<file path="config.mk">
export PLATFORM = sky130hd
export DESIGN_NAME = phc_core
export DESIGN_NICKNAME = d
export VERILOG_FILES = /design/src/inc/phc_pkg.sv /design/src/rtl/phc_core.sv
export VERILOG_INCLUDE_DIRS = /design/src /design/src/inc
export SDC_FILE = /design/constraint.sdc
export NUM_CORES = 1
export LEC_CHECK = 0
export ABC_AREA = 0
export ABC_CLOCK_PERIOD_IN_PS = 4300
export BUFFER_PORTS_ARGS = -buffer_cell sky130_fd_sc_hd__buf_2
export CAP_MARGIN = 20
export CELL_PAD_IN_SITES_DETAIL_PLACEMENT = 0
export CELL_PAD_IN_SITES_GLOBAL_PLACEMENT = 1
export CORE_ASPECT_RATIO = 1.2
export CORE_MARGIN = 8
export CORE_UTILIZATION = 48
export DETAILED_ROUTE_END_ITERATION = 10
export GPL_TIMING_DRIVEN = 1
export MAX_ROUTING_LAYER = met4
export PLACE_DENSITY = 0.95
export SETUP_SLACK_MARGIN = 0.02
export SLEW_MARGIN = 20
export SYNTH_ARGS = -nofsm -noshare
export SYNTH_HDL_FRONTEND = slang
export SYNTH_SLANG_ARGS = --single-unit
</file>
<file path="constraint.sdc">
create_clock -name ref_clk_i -period 4.3 [get_ports ref_clk_i]
set_input_delay 0.86 -clock ref_clk_i [delete_from_list [all_inputs] [get_ports ref_clk_i]]
set_output_delay 0.86 -clock ref_clk_i [all_outputs]
set_load 0.01 [all_outputs]
</file>
<file path="src/inc/phc_map.svh">
// Register offsets, field positions, reset values and counts of the packet handler config
`ifndef PHC_MAP_SVH
`define PHC_MAP_SVH
// ----------------------------------------
// Register offsets
// ----------------------------------------
`define PHC_OFS_FRAMING 8'h37
`define PHC_OFS_PLEN 8'h38
`define PHC_OFS_OWN 8'h39
`define PHC_OFS_GROUP 8'h3A
`define PHC_OFS_AUTO 8'h3B
`define PHC_OFS_THRESH 8'h3C
`define PHC_OFS_RESTART 8'h3D
`define PHC_OFS_KEY_TOP 8'h3E
// ----------------------------------------
// Reset values
// ----------------------------------------
`define PHC_RST_FRAMING 8'h10
`define PHC_RST_PLEN 8'h40
`define PHC_RST_ADDR 8'h00
`define PHC_RST_AUTO 8'h00
`define PHC_RST_THRESH 8'h8F
`define PHC_RST_RESTART 8'h02
`define PHC_RST_KEY 8'h00
// ----------------------------------------
// Field positions
// ----------------------------------------
`define PHC_B_FMT 7
`define PHC_B_CRC_ON 4
`define PHC_B_CRC_POL 3
`define PHC_B_TX_START 7
`define PHC_B_RESTART 2
`define PHC_B_AUTO_RST 1
`define PHC_B_CIPHER 0
// ----------------------------------------
// Counts and limits
// ----------------------------------------
`define PHC_CIPHER_MAX_LEN 8'h42
`define PHC_DELAY_ZERO 4'hC
`endif

</file>
<file path="src/inc/phc_pkg.sv">
// Types of the packet handler config block
package phc_pkg;
   // Auto-mode sequencer
   typedef enum logic [0:0] {AUTO_IDLE, AUTO_INTERIM} phc_auto_t;
   // Receive restart sequencer
   typedef enum logic [1:0] {RS_IDLE, RS_ARMED, RS_WAIT} phc_rs_t;
   // Receive datapath events
   typedef struct packed {
      logic done;
      logic crc_good;
      logic addr_valid;
      logic [7:0] addr;
      logic len_valid;
      logic [7:0] len;
   } phc_rx_evt_t;
   // Whole state of the block
   typedef struct packed {
      logic [7:0] framing;
      logic [7:0] plen;
      logic [7:0] own;
      logic [7:0] group;
      logic [7:0] autom;
      logic [7:0] thresh;
      logic [7:0] restart;
      logic [7:0] key_top;
      logic [7:0] rdata;
      logic has;
      logic lvl;
      logic pld;
      logic crcp;
      logic sync_p;
      logic sent_p;
      logic txs;
      logic flush;
      logic rrst;
      logic [7:0] lim;
      phc_auto_t am;
      logic active;
      phc_rs_t rs;
      logic [11:0] cnt;
   } phc_state_t;
endpackage

</file>
<file path="src/rtl/phc_core.sv">
// Packet handler configuration registers, flags and sequencers
//
// Local design decision: the strobed register port.
`timescale 1ns/1ps
`include "phc_map.svh"

// Notes on behaviour
// - Framing bit 0 selects fixed length, 1 variable; reset is fixed.
// - Line coding 00 none, 01 Manchester, 10 whitening; 11 reserved.
// - Checksum enable, reset on, turns CRC append and check on.
// - Policy 0: failed CRC flushes FIFO, restarts receive, no payload-complete.
// - Policy 1: failed CRC keeps FIFO and still raises payload-complete.
// - Address filter: 00 off, 01 own id, 10 own or group id.
// - Own and group ids are 8-bit, reset zero, compared with address byte.
// - Fixed framing: length register is exact payload length, reset 64.
// - Variable framing: length register is receive maximum only.
// - Entry trigger 000 off, 001-101 rising flag edges, 110 FIFO empty.
// - Exit trigger: empty, flag edges or timeout, sent edge, timeout alone.
// - Interim mode 00 sleep, 01 standby, 10 receive, 11 transmit.
// - Transmit starts on level flag if select 0, on any byte if 1.
// - Seven-bit threshold, reset fifteen, drives the level flag.
// - Delay after FIFO empty is 2^field bit times, zero from 12.
// - Restart strobe forces receive wait in continuous mode; reads zero.
// - Auto restart on: restart after delay once payload read out.
// - Cipher enable turns on AES; payloads limited to 66 bytes.
// - Top key byte is write-only, reset zero, key bits 127:120.
// - Level flag set when count strictly exceeds threshold.
// - Payload-complete set after last byte unless CRC fails under policy 0; cleared on empty.
module phc_core
   import phc_pkg::*;
(
   input wire logic ref_clk_i,
   input wire logic rstn_i,
   input wire logic ce_i,
   input wire logic [7:0] addr_i,
   input wire logic [7:0] wdata_i,
   input wire logic we_i,
   input wire logic re_i,
   output logic [7:0] rdata_o,
   input wire logic [6:0] fifo_count_i,
   input wire logic bit_tick_i,
   input wire phc_rx_evt_t rx_evt_i,
   input wire logic sync_match_i,
   input wire logic frame_sent_i,
   input wire logic timeout_i,
   input wire logic continuous_rx_i,
   output logic framing_format_o,
   output logic [1:0] line_coding_select_o,
   output logic checksum_enable_o,
   output logic [7:0] frame_length_value_o,
   output logic [7:0] payload_limit_o,
   output logic cipher_enable_o,
   output logic [7:0] cipher_key_top_o,
   output logic queue_has_data_flag_o,
   output logic queue_above_threshold_flag_o,
   output logic payload_complete_flag_o,
   output logic checksum_pass_flag_o,
   output logic transmit_start_o,
   output logic flush_o,
   output logic rx_restart_o,
   output logic interim_active_o,
   output logic [1:0] interim_operating_mode_o
);
   // ----------------------------------------
   // Helpers
   // ----------------------------------------
   // Bit ticks to wait; zero means restart at once
   function automatic logic [11:0] phc_delay_ticks(input logic [3:0] f);
      logic [11:0] t;
      t = 12'h000;
      if (f < `PHC_DELAY_ZERO) begin
         t = 12'h001 << f;
      end
      return t;
   endfunction

   phc_state_t q, d;
   logic crc_on, crc_pol, fmt;
   logic has_r, has_f, lvl_r, crc_r, pld_r, sync_r, sent_r;
   logic crc_fail, addr_ok, len_bad, enter_hit, exit_hit;
   logic [2:0] ent, ext;
   logic [1:0] filt;
   logic [11:0] ticks;

   // Field views of the stored registers
   assign fmt = q.framing[`PHC_B_FMT];
   assign crc_on = q.framing[`PHC_B_CRC_ON];
   assign crc_pol = q.framing[`PHC_B_CRC_POL];
   assign filt = q.framing[2:1];
   assign ent = q.autom[7:5];
   assign ext = q.autom[4:2];
   assign ticks = phc_delay_ticks(q.restart[7:4]);

   // ----------------------------------------
   // Next state
   // ----------------------------------------
   always_comb begin
      d = q;
      d.flush = 1'b0;
      d.rrst = 1'b0;
      d.rdata = 8'h00;
      // Register writes
      if (we_i) begin
         case (addr_i)
            `PHC_OFS_FRAMING: d.framing = wdata_i;
            `PHC_OFS_PLEN: d.plen = wdata_i;
            `PHC_OFS_OWN: d.own = wdata_i;
            `PHC_OFS_GROUP: d.group = wdata_i;
            `PHC_OFS_AUTO: d.autom = wdata_i;
            `PHC_OFS_THRESH: d.thresh = wdata_i;
            `PHC_OFS_RESTART: d.restart = {wdata_i[7:3], 1'b0, wdata_i[1:0]};
            `PHC_OFS_KEY_TOP: d.key_top = wdata_i;
            default: ;
         endcase
      end
      // Register reads; strobe and key read as zero
      if (re_i) begin
         case (addr_i)
            `PHC_OFS_FRAMING: d.rdata = q.framing;
            `PHC_OFS_PLEN: d.rdata = q.plen;
            `PHC_OFS_OWN: d.rdata = q.own;
            `PHC_OFS_GROUP: d.rdata = q.group;
            `PHC_OFS_AUTO: d.rdata = q.autom;
            `PHC_OFS_THRESH: d.rdata = q.thresh;
            `PHC_OFS_RESTART: d.rdata = q.restart;
            default: d.rdata = 8'h00;
         endcase
      end
      // Queue flags from the FIFO count
      d.has = (fifo_count_i != 7'h00);
      d.lvl = (fifo_count_i > q.thresh[6:0]);
      // Cipher caps the usable payload
      d.lim = q.plen;
      if (q.restart[`PHC_B_CIPHER] && (q.plen > `PHC_CIPHER_MAX_LEN)) begin
         d.lim = `PHC_CIPHER_MAX_LEN;
      end
      // Address filter on the received address byte
      case (filt)
         2'b01: addr_ok = (rx_evt_i.addr == q.own);
         2'b10: addr_ok = (rx_evt_i.addr == q.own) || (rx_evt_i.addr == q.group);
         default: addr_ok = 1'b1;
      endcase
      if (rx_evt_i.addr_valid && !addr_ok) begin
         d.flush = 1'b1;
         d.rrst = 1'b1;
      end
      // Length byte only checked in variable framing
      len_bad = fmt && rx_evt_i.len_valid && (rx_evt_i.len > q.lim);
      if (len_bad) begin
         d.flush = 1'b1;
         d.rrst = 1'b1;
      end
      // Completion and checksum outcome
      crc_fail = crc_on && !rx_evt_i.crc_good;
      if (!d.has) begin
         d.pld = 1'b0;
         d.crcp = 1'b0;
      end
      if (rx_evt_i.done) begin
         if (crc_on && rx_evt_i.crc_good) begin
            d.crcp = 1'b1;
         end
         if (crc_fail && !crc_pol) begin
            d.flush = 1'b1;
            d.rrst = 1'b1;
         end else begin
            d.pld = 1'b1;
         end
      end
      // Transmit start condition
      d.txs = q.thresh[`PHC_B_TX_START] ? d.has : d.lvl;
      // Edges seen by the auto sequencer
      d.sync_p = sync_match_i;
      d.sent_p = frame_sent_i;
      has_r = d.has && !q.has;
      has_f = !d.has && q.has;
      lvl_r = d.lvl && !q.lvl;
      crc_r = d.crcp && !q.crcp;
      pld_r = d.pld && !q.pld;
      sync_r = sync_match_i && !q.sync_p;
      sent_r = frame_sent_i && !q.sent_p;
      // Entry trigger; 110 taken as the FIFO going empty
      case (ent)
         3'b001: enter_hit = has_r;
         3'b010: enter_hit = lvl_r;
         3'b011: enter_hit = crc_r;
         3'b100: enter_hit = pld_r;
         3'b101: enter_hit = sync_r;
         3'b110: enter_hit = has_f;
         default: enter_hit = 1'b0;
      endcase
      // Exit trigger
      case (ext)
         3'b001: exit_hit = has_f;
         3'b010: exit_hit = lvl_r || timeout_i;
         3'b011: exit_hit = crc_r || timeout_i;
         3'b100: exit_hit = pld_r || timeout_i;
         3'b101: exit_hit = sync_r || timeout_i;
         3'b110: exit_hit = sent_r;
         3'b111: exit_hit = timeout_i;
         default: exit_hit = 1'b0;
      endcase
      // Auto-mode sequencer; either trigger at zero turns it off
      case (q.am)
         AUTO_IDLE: begin
            if (enter_hit && (ext != 3'b000)) begin
               d.am = AUTO_INTERIM;
            end
         end
         AUTO_INTERIM: begin
            if (exit_hit || (ent == 3'b000) || (ext == 3'b000)) begin
               d.am = AUTO_IDLE;
            end
         end
         default: d.am = AUTO_IDLE;
      endcase
      d.active = (d.am == AUTO_INTERIM);
      // Receive restart after the payload is read out
      case (q.rs)
         RS_IDLE: begin
            if (pld_r && q.restart[`PHC_B_AUTO_RST]) begin
               d.rs = RS_ARMED;
            end
         end
         RS_ARMED: begin
            if (!q.restart[`PHC_B_AUTO_RST]) begin
               d.rs = RS_IDLE;
            end else if (!d.has) begin
               d.rs = RS_WAIT;
               d.cnt = 12'h000;
            end
         end
         RS_WAIT: begin
            if (!q.restart[`PHC_B_AUTO_RST]) begin
               d.rs = RS_IDLE;
            end else if (q.cnt >= ticks) begin
               d.rrst = 1'b1;
               d.rs = RS_IDLE;
            end else if (bit_tick_i) begin
               d.cnt = q.cnt + 12'h001;
            end
         end
         default: d.rs = RS_IDLE;
      endcase
      // Manual strobe only acts in continuous receive
      if (we_i && (addr_i == `PHC_OFS_RESTART) && wdata_i[`PHC_B_RESTART] && continuous_rx_i) begin
         d.rrst = 1'b1;
      end
   end

   // ----------------------------------------
   // State register, frozen while ce_i is low
   // ----------------------------------------
   always_ff @(posedge ref_clk_i or negedge rstn_i) begin
      if (!rstn_i) begin
         q <= '0;
         q.framing <= `PHC_RST_FRAMING;
         q.plen <= `PHC_RST_PLEN;
         q.own <= `PHC_RST_ADDR;
         q.group <= `PHC_RST_ADDR;
         q.autom <= `PHC_RST_AUTO;
         q.thresh <= `PHC_RST_THRESH;
         q.restart <= `PHC_RST_RESTART;
         q.key_top <= `PHC_RST_KEY;
         q.lim <= `PHC_RST_PLEN;
         q.am <= AUTO_IDLE;
         q.rs <= RS_IDLE;
      end else if (ce_i) begin
         q <= d;
      end
   end

   // ----------------------------------------
   // Outputs, all straight from the state
   // ----------------------------------------
   assign rdata_o = q.rdata;
   assign framing_format_o = fmt;
   assign line_coding_select_o = q.framing[6:5];
   assign checksum_enable_o = crc_on;
   assign frame_length_value_o = q.plen;
   assign payload_limit_o = q.lim;
   assign cipher_enable_o = q.restart[`PHC_B_CIPHER];
   assign cipher_key_top_o = q.key_top;
   assign queue_has_data_flag_o = q.has;
   assign queue_above_threshold_flag_o = q.lvl;
   assign payload_complete_flag_o = q.pld;
   assign checksum_pass_flag_o = q.crcp;
   assign transmit_start_o = q.txs;
   assign flush_o = q.flush;
   assign rx_restart_o = q.rrst;
   assign interim_active_o = q.active;
   assign interim_operating_mode_o = q.autom[1:0];
endmodule // phc_core

</file>
==> results of run 1 <==
-- stage by stage --
step | total power, mW | cells | worst slack, ns | cell area (um^2) | hold slack, ns
floorplan | 1.16 | 586 | 1.84 | 6110 | 0.456
global placement | 1.25 | 798 | 1.49 | 6490 | 0.468
detailed placement | 1.26 | 798 | 1.44 | 6490 | 0.472
CTS | 2.19 | 814 | 1.49 | 6820 | 0.490
global route | 2.26 | 814 | 1.25 | 6820 | 0.502
finish | 2.17 | 814 | 1.44 | 6820 | 0.488
-- kinds of logic after synthesis --
kind of cell / count (synthesis) / share of synthesized area [%]
adders and majority gates: 30 / 6.15
buffers and inverters: 83 / 7.44
xor gates and xnor gates: 16 / 2.30
DFF: 103 / 42.4
AOI/OAI and AO/OA: 121 / 13.2
muxes: 74 / 14.0
and+or+nand+nor: 159 / 14.5
-- worst paths after layout --
kind                       slack, ns  depth (start not counted)                    from                              to
max reg2reg                     1.44                          9       q[53]$_DFFE_PN0P_                q[5]$_DFFE_PN0P_
max in group asynchronous       3.21                          2                  rstn_i               q[83]$_DFFE_PN0P_
max                             1.44                          9       q[53]$_DFFE_PN0P_                q[5]$_DFFE_PN0P_
min                             0.49                          1  rdata_o[0]$_DFFE_PN0P_          rdata_o[0]$_DFFE_PN0P_
min reg2reg                     0.49                          1  rdata_o[0]$_DFFE_PN0P_          rdata_o[0]$_DFFE_PN0P_
min in group asynchronous       0.61                          2                  rstn_i  payload_limit_o[5]$_DFFE_PN0P_
-- cell type report --
cell class	count	area, um^2
Fill cell	1120	5730
Multi-Input combinational cell	400	3060
Sequential cell	103	2590
Timing Repair Buffer	103	528
Clock buffer	12	236
Tap cell	164	205
Inverter	28	105
Clock inverter	4	95.1
-- worst max-delay path: stages, from the launching register on --
cell,delay (ns)
dfrtp_1,0.49
nor2b_1,0.29
nand2_1,0.10
ha_1,0.30
a21o_1,0.16
nand3_1,0.08
a21oi_1,0.07
a211o_1,0.54
or4_1,0.59
a21oi_1,0.16
-- cells in the mapped netlist, types with 12 or more instances --
cell / number / area, um^2
dfrtp_1: 94 / 2350
a21oi_1: 30 / 150
mux2_2: 61 / 687
nand3_1: 23 / 115
o2bb2ai_1: 12 / 105
ha_1: 30 / 375
nor2_1: 21 / 78.8
xor2_1: 14 / 123
nand2_1: 40 / 150
buf_4: 36 / 270
o21ai_0: 26 / 130
inv_1: 28 / 105
-- metal layers --
metal  vias to the layer above  wire, um  GRT usage [%]
met5                         -         0              -
met4                         0       319           7.34
met3                        21       808           3.64
met2                       172      8590           35.3
met1                      2431      7210           25.5
li1                       2230         -              -
-- state kept, by name, summed over array words and instances, names as in the netlist, 2 cells and up --
| name | flops |
|---|---|
| q | 47 |
| interim_operating_mode_o | 2 |
| ext | 3 |
| rdata_o | 8 |
| cipher_key_top_o | 8 |
| line_coding_select_o | 2 |
| frame_length_value_o | 8 |
| payload_limit_o | 8 |
| ent | 3 |
| filt | 2 |
-- power by group --
part / leakage [nW] / total, mW / internal [mW] / switching (mW)
Clock: 0.161 / 0.928 / 0.569 / 0.359
Combinational: 1.74 / 0.220 / 0.0838 / 0.137
Sequential: 1.36 / 1.03 / 0.997 / 0.0288
Total: 3.26 / 2.17 / 1.65 / 0.525
==> metrics.txt, run 1 <==
ant diodes 0; H-tree depth 3; critical path arrival 3.14 ns; post-synthesis sequential area ratio 42.4%; largest net degree at the start of global routing 53; Final Hold Vio Count 0; pwr dens 319 nW/um^2; asr flop ratio synth 100%; mean area per synthesized cell 10.4 um^2; Ports 100; Die Wd 119 um; Max Root-Sink Buffers 2; port bufs 99; worst slew pin tran 0.706 ns; gpl congestion 0.956; hpwl dp 13000 um; clock transition at the registers of the reported paths 0.06 ns; RSZ-0062 raised after global routing false; Syn. warnings 0; Crit Path Category reg2reg; WP data required 4.58 ns; row count 45; Routed Antenna Nets 0; crit end category flip-flop; Final period util 66.4%; fin crit period 2.86 ns; CP Launch Type flip-flop; Final Skew 0.00830 ns; Mapped Area 6110 um^2; Top FF cell, synth dfrtp_1; maximum vdd ir drop 0.227 mV; hold buffers post-CTS 0; router iterations before antenna repair 5; setup TNS 0 ns; fin nets 728; Fmax 350 MHz; Max-slew headroom 52.8%; antenna violations before repair 0; GR Overflow Total 0; vias in the first global route 5007; initial core utilization 48.6%; leakage 3.26 nW; Core ar. 12600 um^2; clk root buf clkbuf_16; post-synth cell types 59; clock tree from TritonCTS yes; Die Y-Extent 140 um; ratio of cells with drive above 1 in the final layout 30.5%; total CTS buffers 9; commonest non-fill, non-tap cell in the layout buf_2; post-cts resize count 0; Post-Route WL 16900 um; status finished clean; Gate Count Post-Synth 586; number of setup buffers added after CTS 0; die footprint 16600 um^2; EDFF count, synth 0; Vias 4854; crit-path max FO 25; FF+latch count, synth 103; maximum capacitance violations 0; Layout Utilization 54.3%; count of pins over their slew limit 0; endpoints failing setup 0; Layout area overhead 11.7%; Num Clock Sinks 103; total track usage 21.2%; First DRT Iteration DRCs 316; number of remaining DRC errors 0; first-pass GRT wire length 26900 um; worst skew pair latency 0.36 ns; WL/cell 20.8 um; Vias/cell 5.96; commonest cells after routing, fill and taps aside buf_2 (98), dfrtp_1 (94), mux2_2 (61); hold crit path type reg2reg; Post-Syn Nets 669
(Power assumes the default switching activity.)
==> run 2, diff against run 1 <==
Settings changed: ABC_CLOCK_PERIOD_IN_PS 4300 to 2770, CORE_UTILIZATION 48 to 45, PLACE_DENSITY 0.95 to 0.92.
Clock period 4.3 ns to 2.77 ns, I/O delays scaled along.
==> metrics.txt, run 2 (synthesis gave the netlist of run 1 again) <==
Max Root-Sink Buffers 2 (unchanged); count of pins over their slew limit 0 (unchanged); internal power 2.42 mW (+47%); worst path cell trace nor2b_2 -> nand3_1 -> ha_1 -> a21oi_1 -> o21ai_0 -> a211o_2 -> or4_1 -> a21oi_1; maximum capacitance violations 0 (unchanged); hold buffers post-CTS 0 (unchanged); endpoints failing setup 0 (unchanged); worst reg2reg path endpoint q[8]$_DFFE_PN0P_; Die Wd 122 um (+2.8%); length of routed met3 wiring 921 um (+14%); Max stage delay on crit path 0.51 ns (-0.08 ns); commonest cells after routing, fill and taps aside buf_2 (98), dfrtp_1 (92), mux2_2 (61); hold crit path type in2async; Post-Route WL 17400 um (+2.5%); clock transition at the registers of the reported paths 0.07 ns (about the same); antenna violations before repair 0 (unchanged); WL/cell 20.8 um (+0.18%); Slowest-stage cell, CP or4_1; port bufs 99 (unchanged); most flop-heavy register q; Layout Utilization 52.4% (-1.9 points); RSZ-0062 raised after global routing false; Ports 100 (unchanged); worst hold margin 0.199 ns (-0.289 ns); H-tree depth 3 (unchanged); Die Y-Extent 144 um (+2.9%); number of remaining DRC errors 0 (unchanged); Seq pwr share 49.0% (+1.8 points); total track usage 20.8% (-0.44 points); crit-path max FO 8 (-68%); Core ar. 13200 um^2 (+5.4%); Final period util 94.1% (+28 points); total CTS buffers 9 (unchanged); router iterations before antenna repair 5 (unchanged); clock tree from TritonCTS yes; status finished clean; Crit Path Category reg2reg; Vias 4989 (+2.8%); gpl congestion 0.898 (-6.0%); Max-slew headroom 56.3% (+3.5 points); switching part of the total 25.3% (+1.2 points); largest net degree at the start of global routing 44 (-17%); GR Overflow Total 0 (unchanged); Num Clock Sinks 103 (unchanged); clk root buf clkbuf_16; Final Skew 0.00649 ns (-0.00181 ns); fin nets 743 (+2.1%); pwr dens 468 nW/um^2 (+47%); commonest non-fill, non-tap cell in the layout buf_2; logic gate share of total power 11.4% (+1.3 points); Met1 Wirelength 7050 um (-2.3%); Switch Pwr 0.823 mW (+57%); worst reg-to-reg setup slack 0.16 ns (-1.28 ns); WP data required 3.04 ns (-1.54 ns); worst skew pair latency 0.36 ns (about the same); leakage 3.33 nW (+2.3%); number of setup buffers added after CTS 0 (unchanged); row count 46 (+2.2%); maximum vdd ir drop 0.343 mV (+51%); max FFs per register 47 (unchanged); Final Hold Vio Count 0 (unchanged); DR top layer met4; Vias/cell 5.99 (+0.44%); Final Non-Filler Cells 833 (+2.3%); fin crit period 2.61 ns (-0.251 ns); ratio of cells with drive above 1 in the final layout 32.6% (+2.2 points); Layout area overhead 13.7%; CP Launch Type flip-flop; met2 wire len 8860 um (+3.1%); hpwl dp 13200 um (+2.3%); crit end category flip-flop; Reg2Reg Depth 8 (-1); Routed Antenna Nets 0 (unchanged); first-pass GRT wire length 27200 um (+0.92%); vias in the first global route 5012 (+0.10%); placed cell areas 6610 um^2 (+1.8%); CP dominant cell by count a21oi_1; worst slew pin tran 0.654 ns (-0.0518 ns); critical path arrival 2.88 ns (-0.26 ns); First DRT Iteration DRCs 443 (+40%); die footprint 17600 um^2 (+5.8%); initial core utilization 46.1% (-2.5 points); Fmax 384 MHz (+9.6%); ant diodes 0 (unchanged); Clock power frac 39.6% (-3.1 points); Final Total Pwr 3.25 mW (+49%); final instance area 6940 um^2 (+1.7%); placed insts 815 (+2.1%); Worst R2R Start q[54]$_DFFE_PN0P_
[run 2: changes by cell type in the layout (fill, tap and decap cells not counted), moves of 2 or more]
| cell | previous run | this run |
|---|---|---|
| buf_4 | 5 | 17 |
| bufinv_16 | 3 | 1 |
| dfrtp_1 | 94 | 92 |
| dfrtp_2 | 0 | 2 |
| nor2b_1 | 10 | 8 |
| nor2b_2 | 0 | 2 |
[run 2: worst max path at each step]
stage                                  from                end  slack (ns)  cells past startpoint
after floorplan           q[53]$_DFFE_PN0P_  q[10]$_DFFE_PN0P_        0.31                     10
after global routing      q[53]$_DFFE_PN0P_  q[10]$_DFFE_PN0P_        0.03                      9
after global placement    q[55]$_DFFE_PN0P_  q[11]$_DFFE_PN0P_        0.08                      8
after CTS                 q[55]$_DFFE_PN0P_   q[8]$_DFFE_PN0P_        0.05                      8
final                     q[54]$_DFFE_PN0P_   q[8]$_DFFE_PN0P_        0.16                      8
after detailed placement  q[55]$_DFFE_PN0P_   q[7]$_DFFE_PN0P_      -0.003                      8
[run 2: area by class of cell]
type,instances,area (um^2)
inverters,28,105
multi-input cells,402,3100
fillers,1210,6300
well taps,168,210
flip-flops and latches,103,2590
repair buffers,116,638
clock inverters,3,43.8
clock buffers,13,250
[run 2: per-stage QoR]
step / worst slack [ns] / setup TNS (ns)
after floorplan: 0.314 / 0
after global placement: 0.0843 / 0
after detailed placement: -0.00267 / -0.00267
after CTS: 0.0513 / 0
after global routing: 0.0295 / 0
final: 0.164 / 0
[run 2: critical path, delay by kind of cell, from the launching register on]
| kind | cells | cell delay (ns) |
|---|---|---|
| AND/OR/NAND/NOR | 3 | 0.85 |
| flip-flops | 1 | 0.45 |
| AO/OA/AOI/OAI | 4 | 0.88 |
| adder cells (fa/ha/maj) | 1 | 0.33 |
[run 2: timing repair]
action | in CTS | in global routing
resized for setup | 1 | 7
pin swaps | 0 | 1
gates cloned | 0 | 2
setup endpoints to repair | 7 | 9
[run 2: metal layers]
metal	global-route usage, %	up-vias
li1	-	2280
met1	24.0	2502
met2	34.4	166
met3	3.57	41
met4	10.2	0
met5	-	-
[run 2: power groups by stage]
stage / combinational [mW] / sequential, mW / clock (mW)
6_report: 0.369 / 1.59 / 1.29
5_1_grt: 0.407 / 1.59 / 1.37
4_1_cts: 0.362 / 1.59 / 1.32
3_5_place_dp: 0.359 / 1.62 / 0
3_3_place_gp: 0.347 / 1.62 / 0
2_1_floorplan: 0.197 / 1.60 / 0
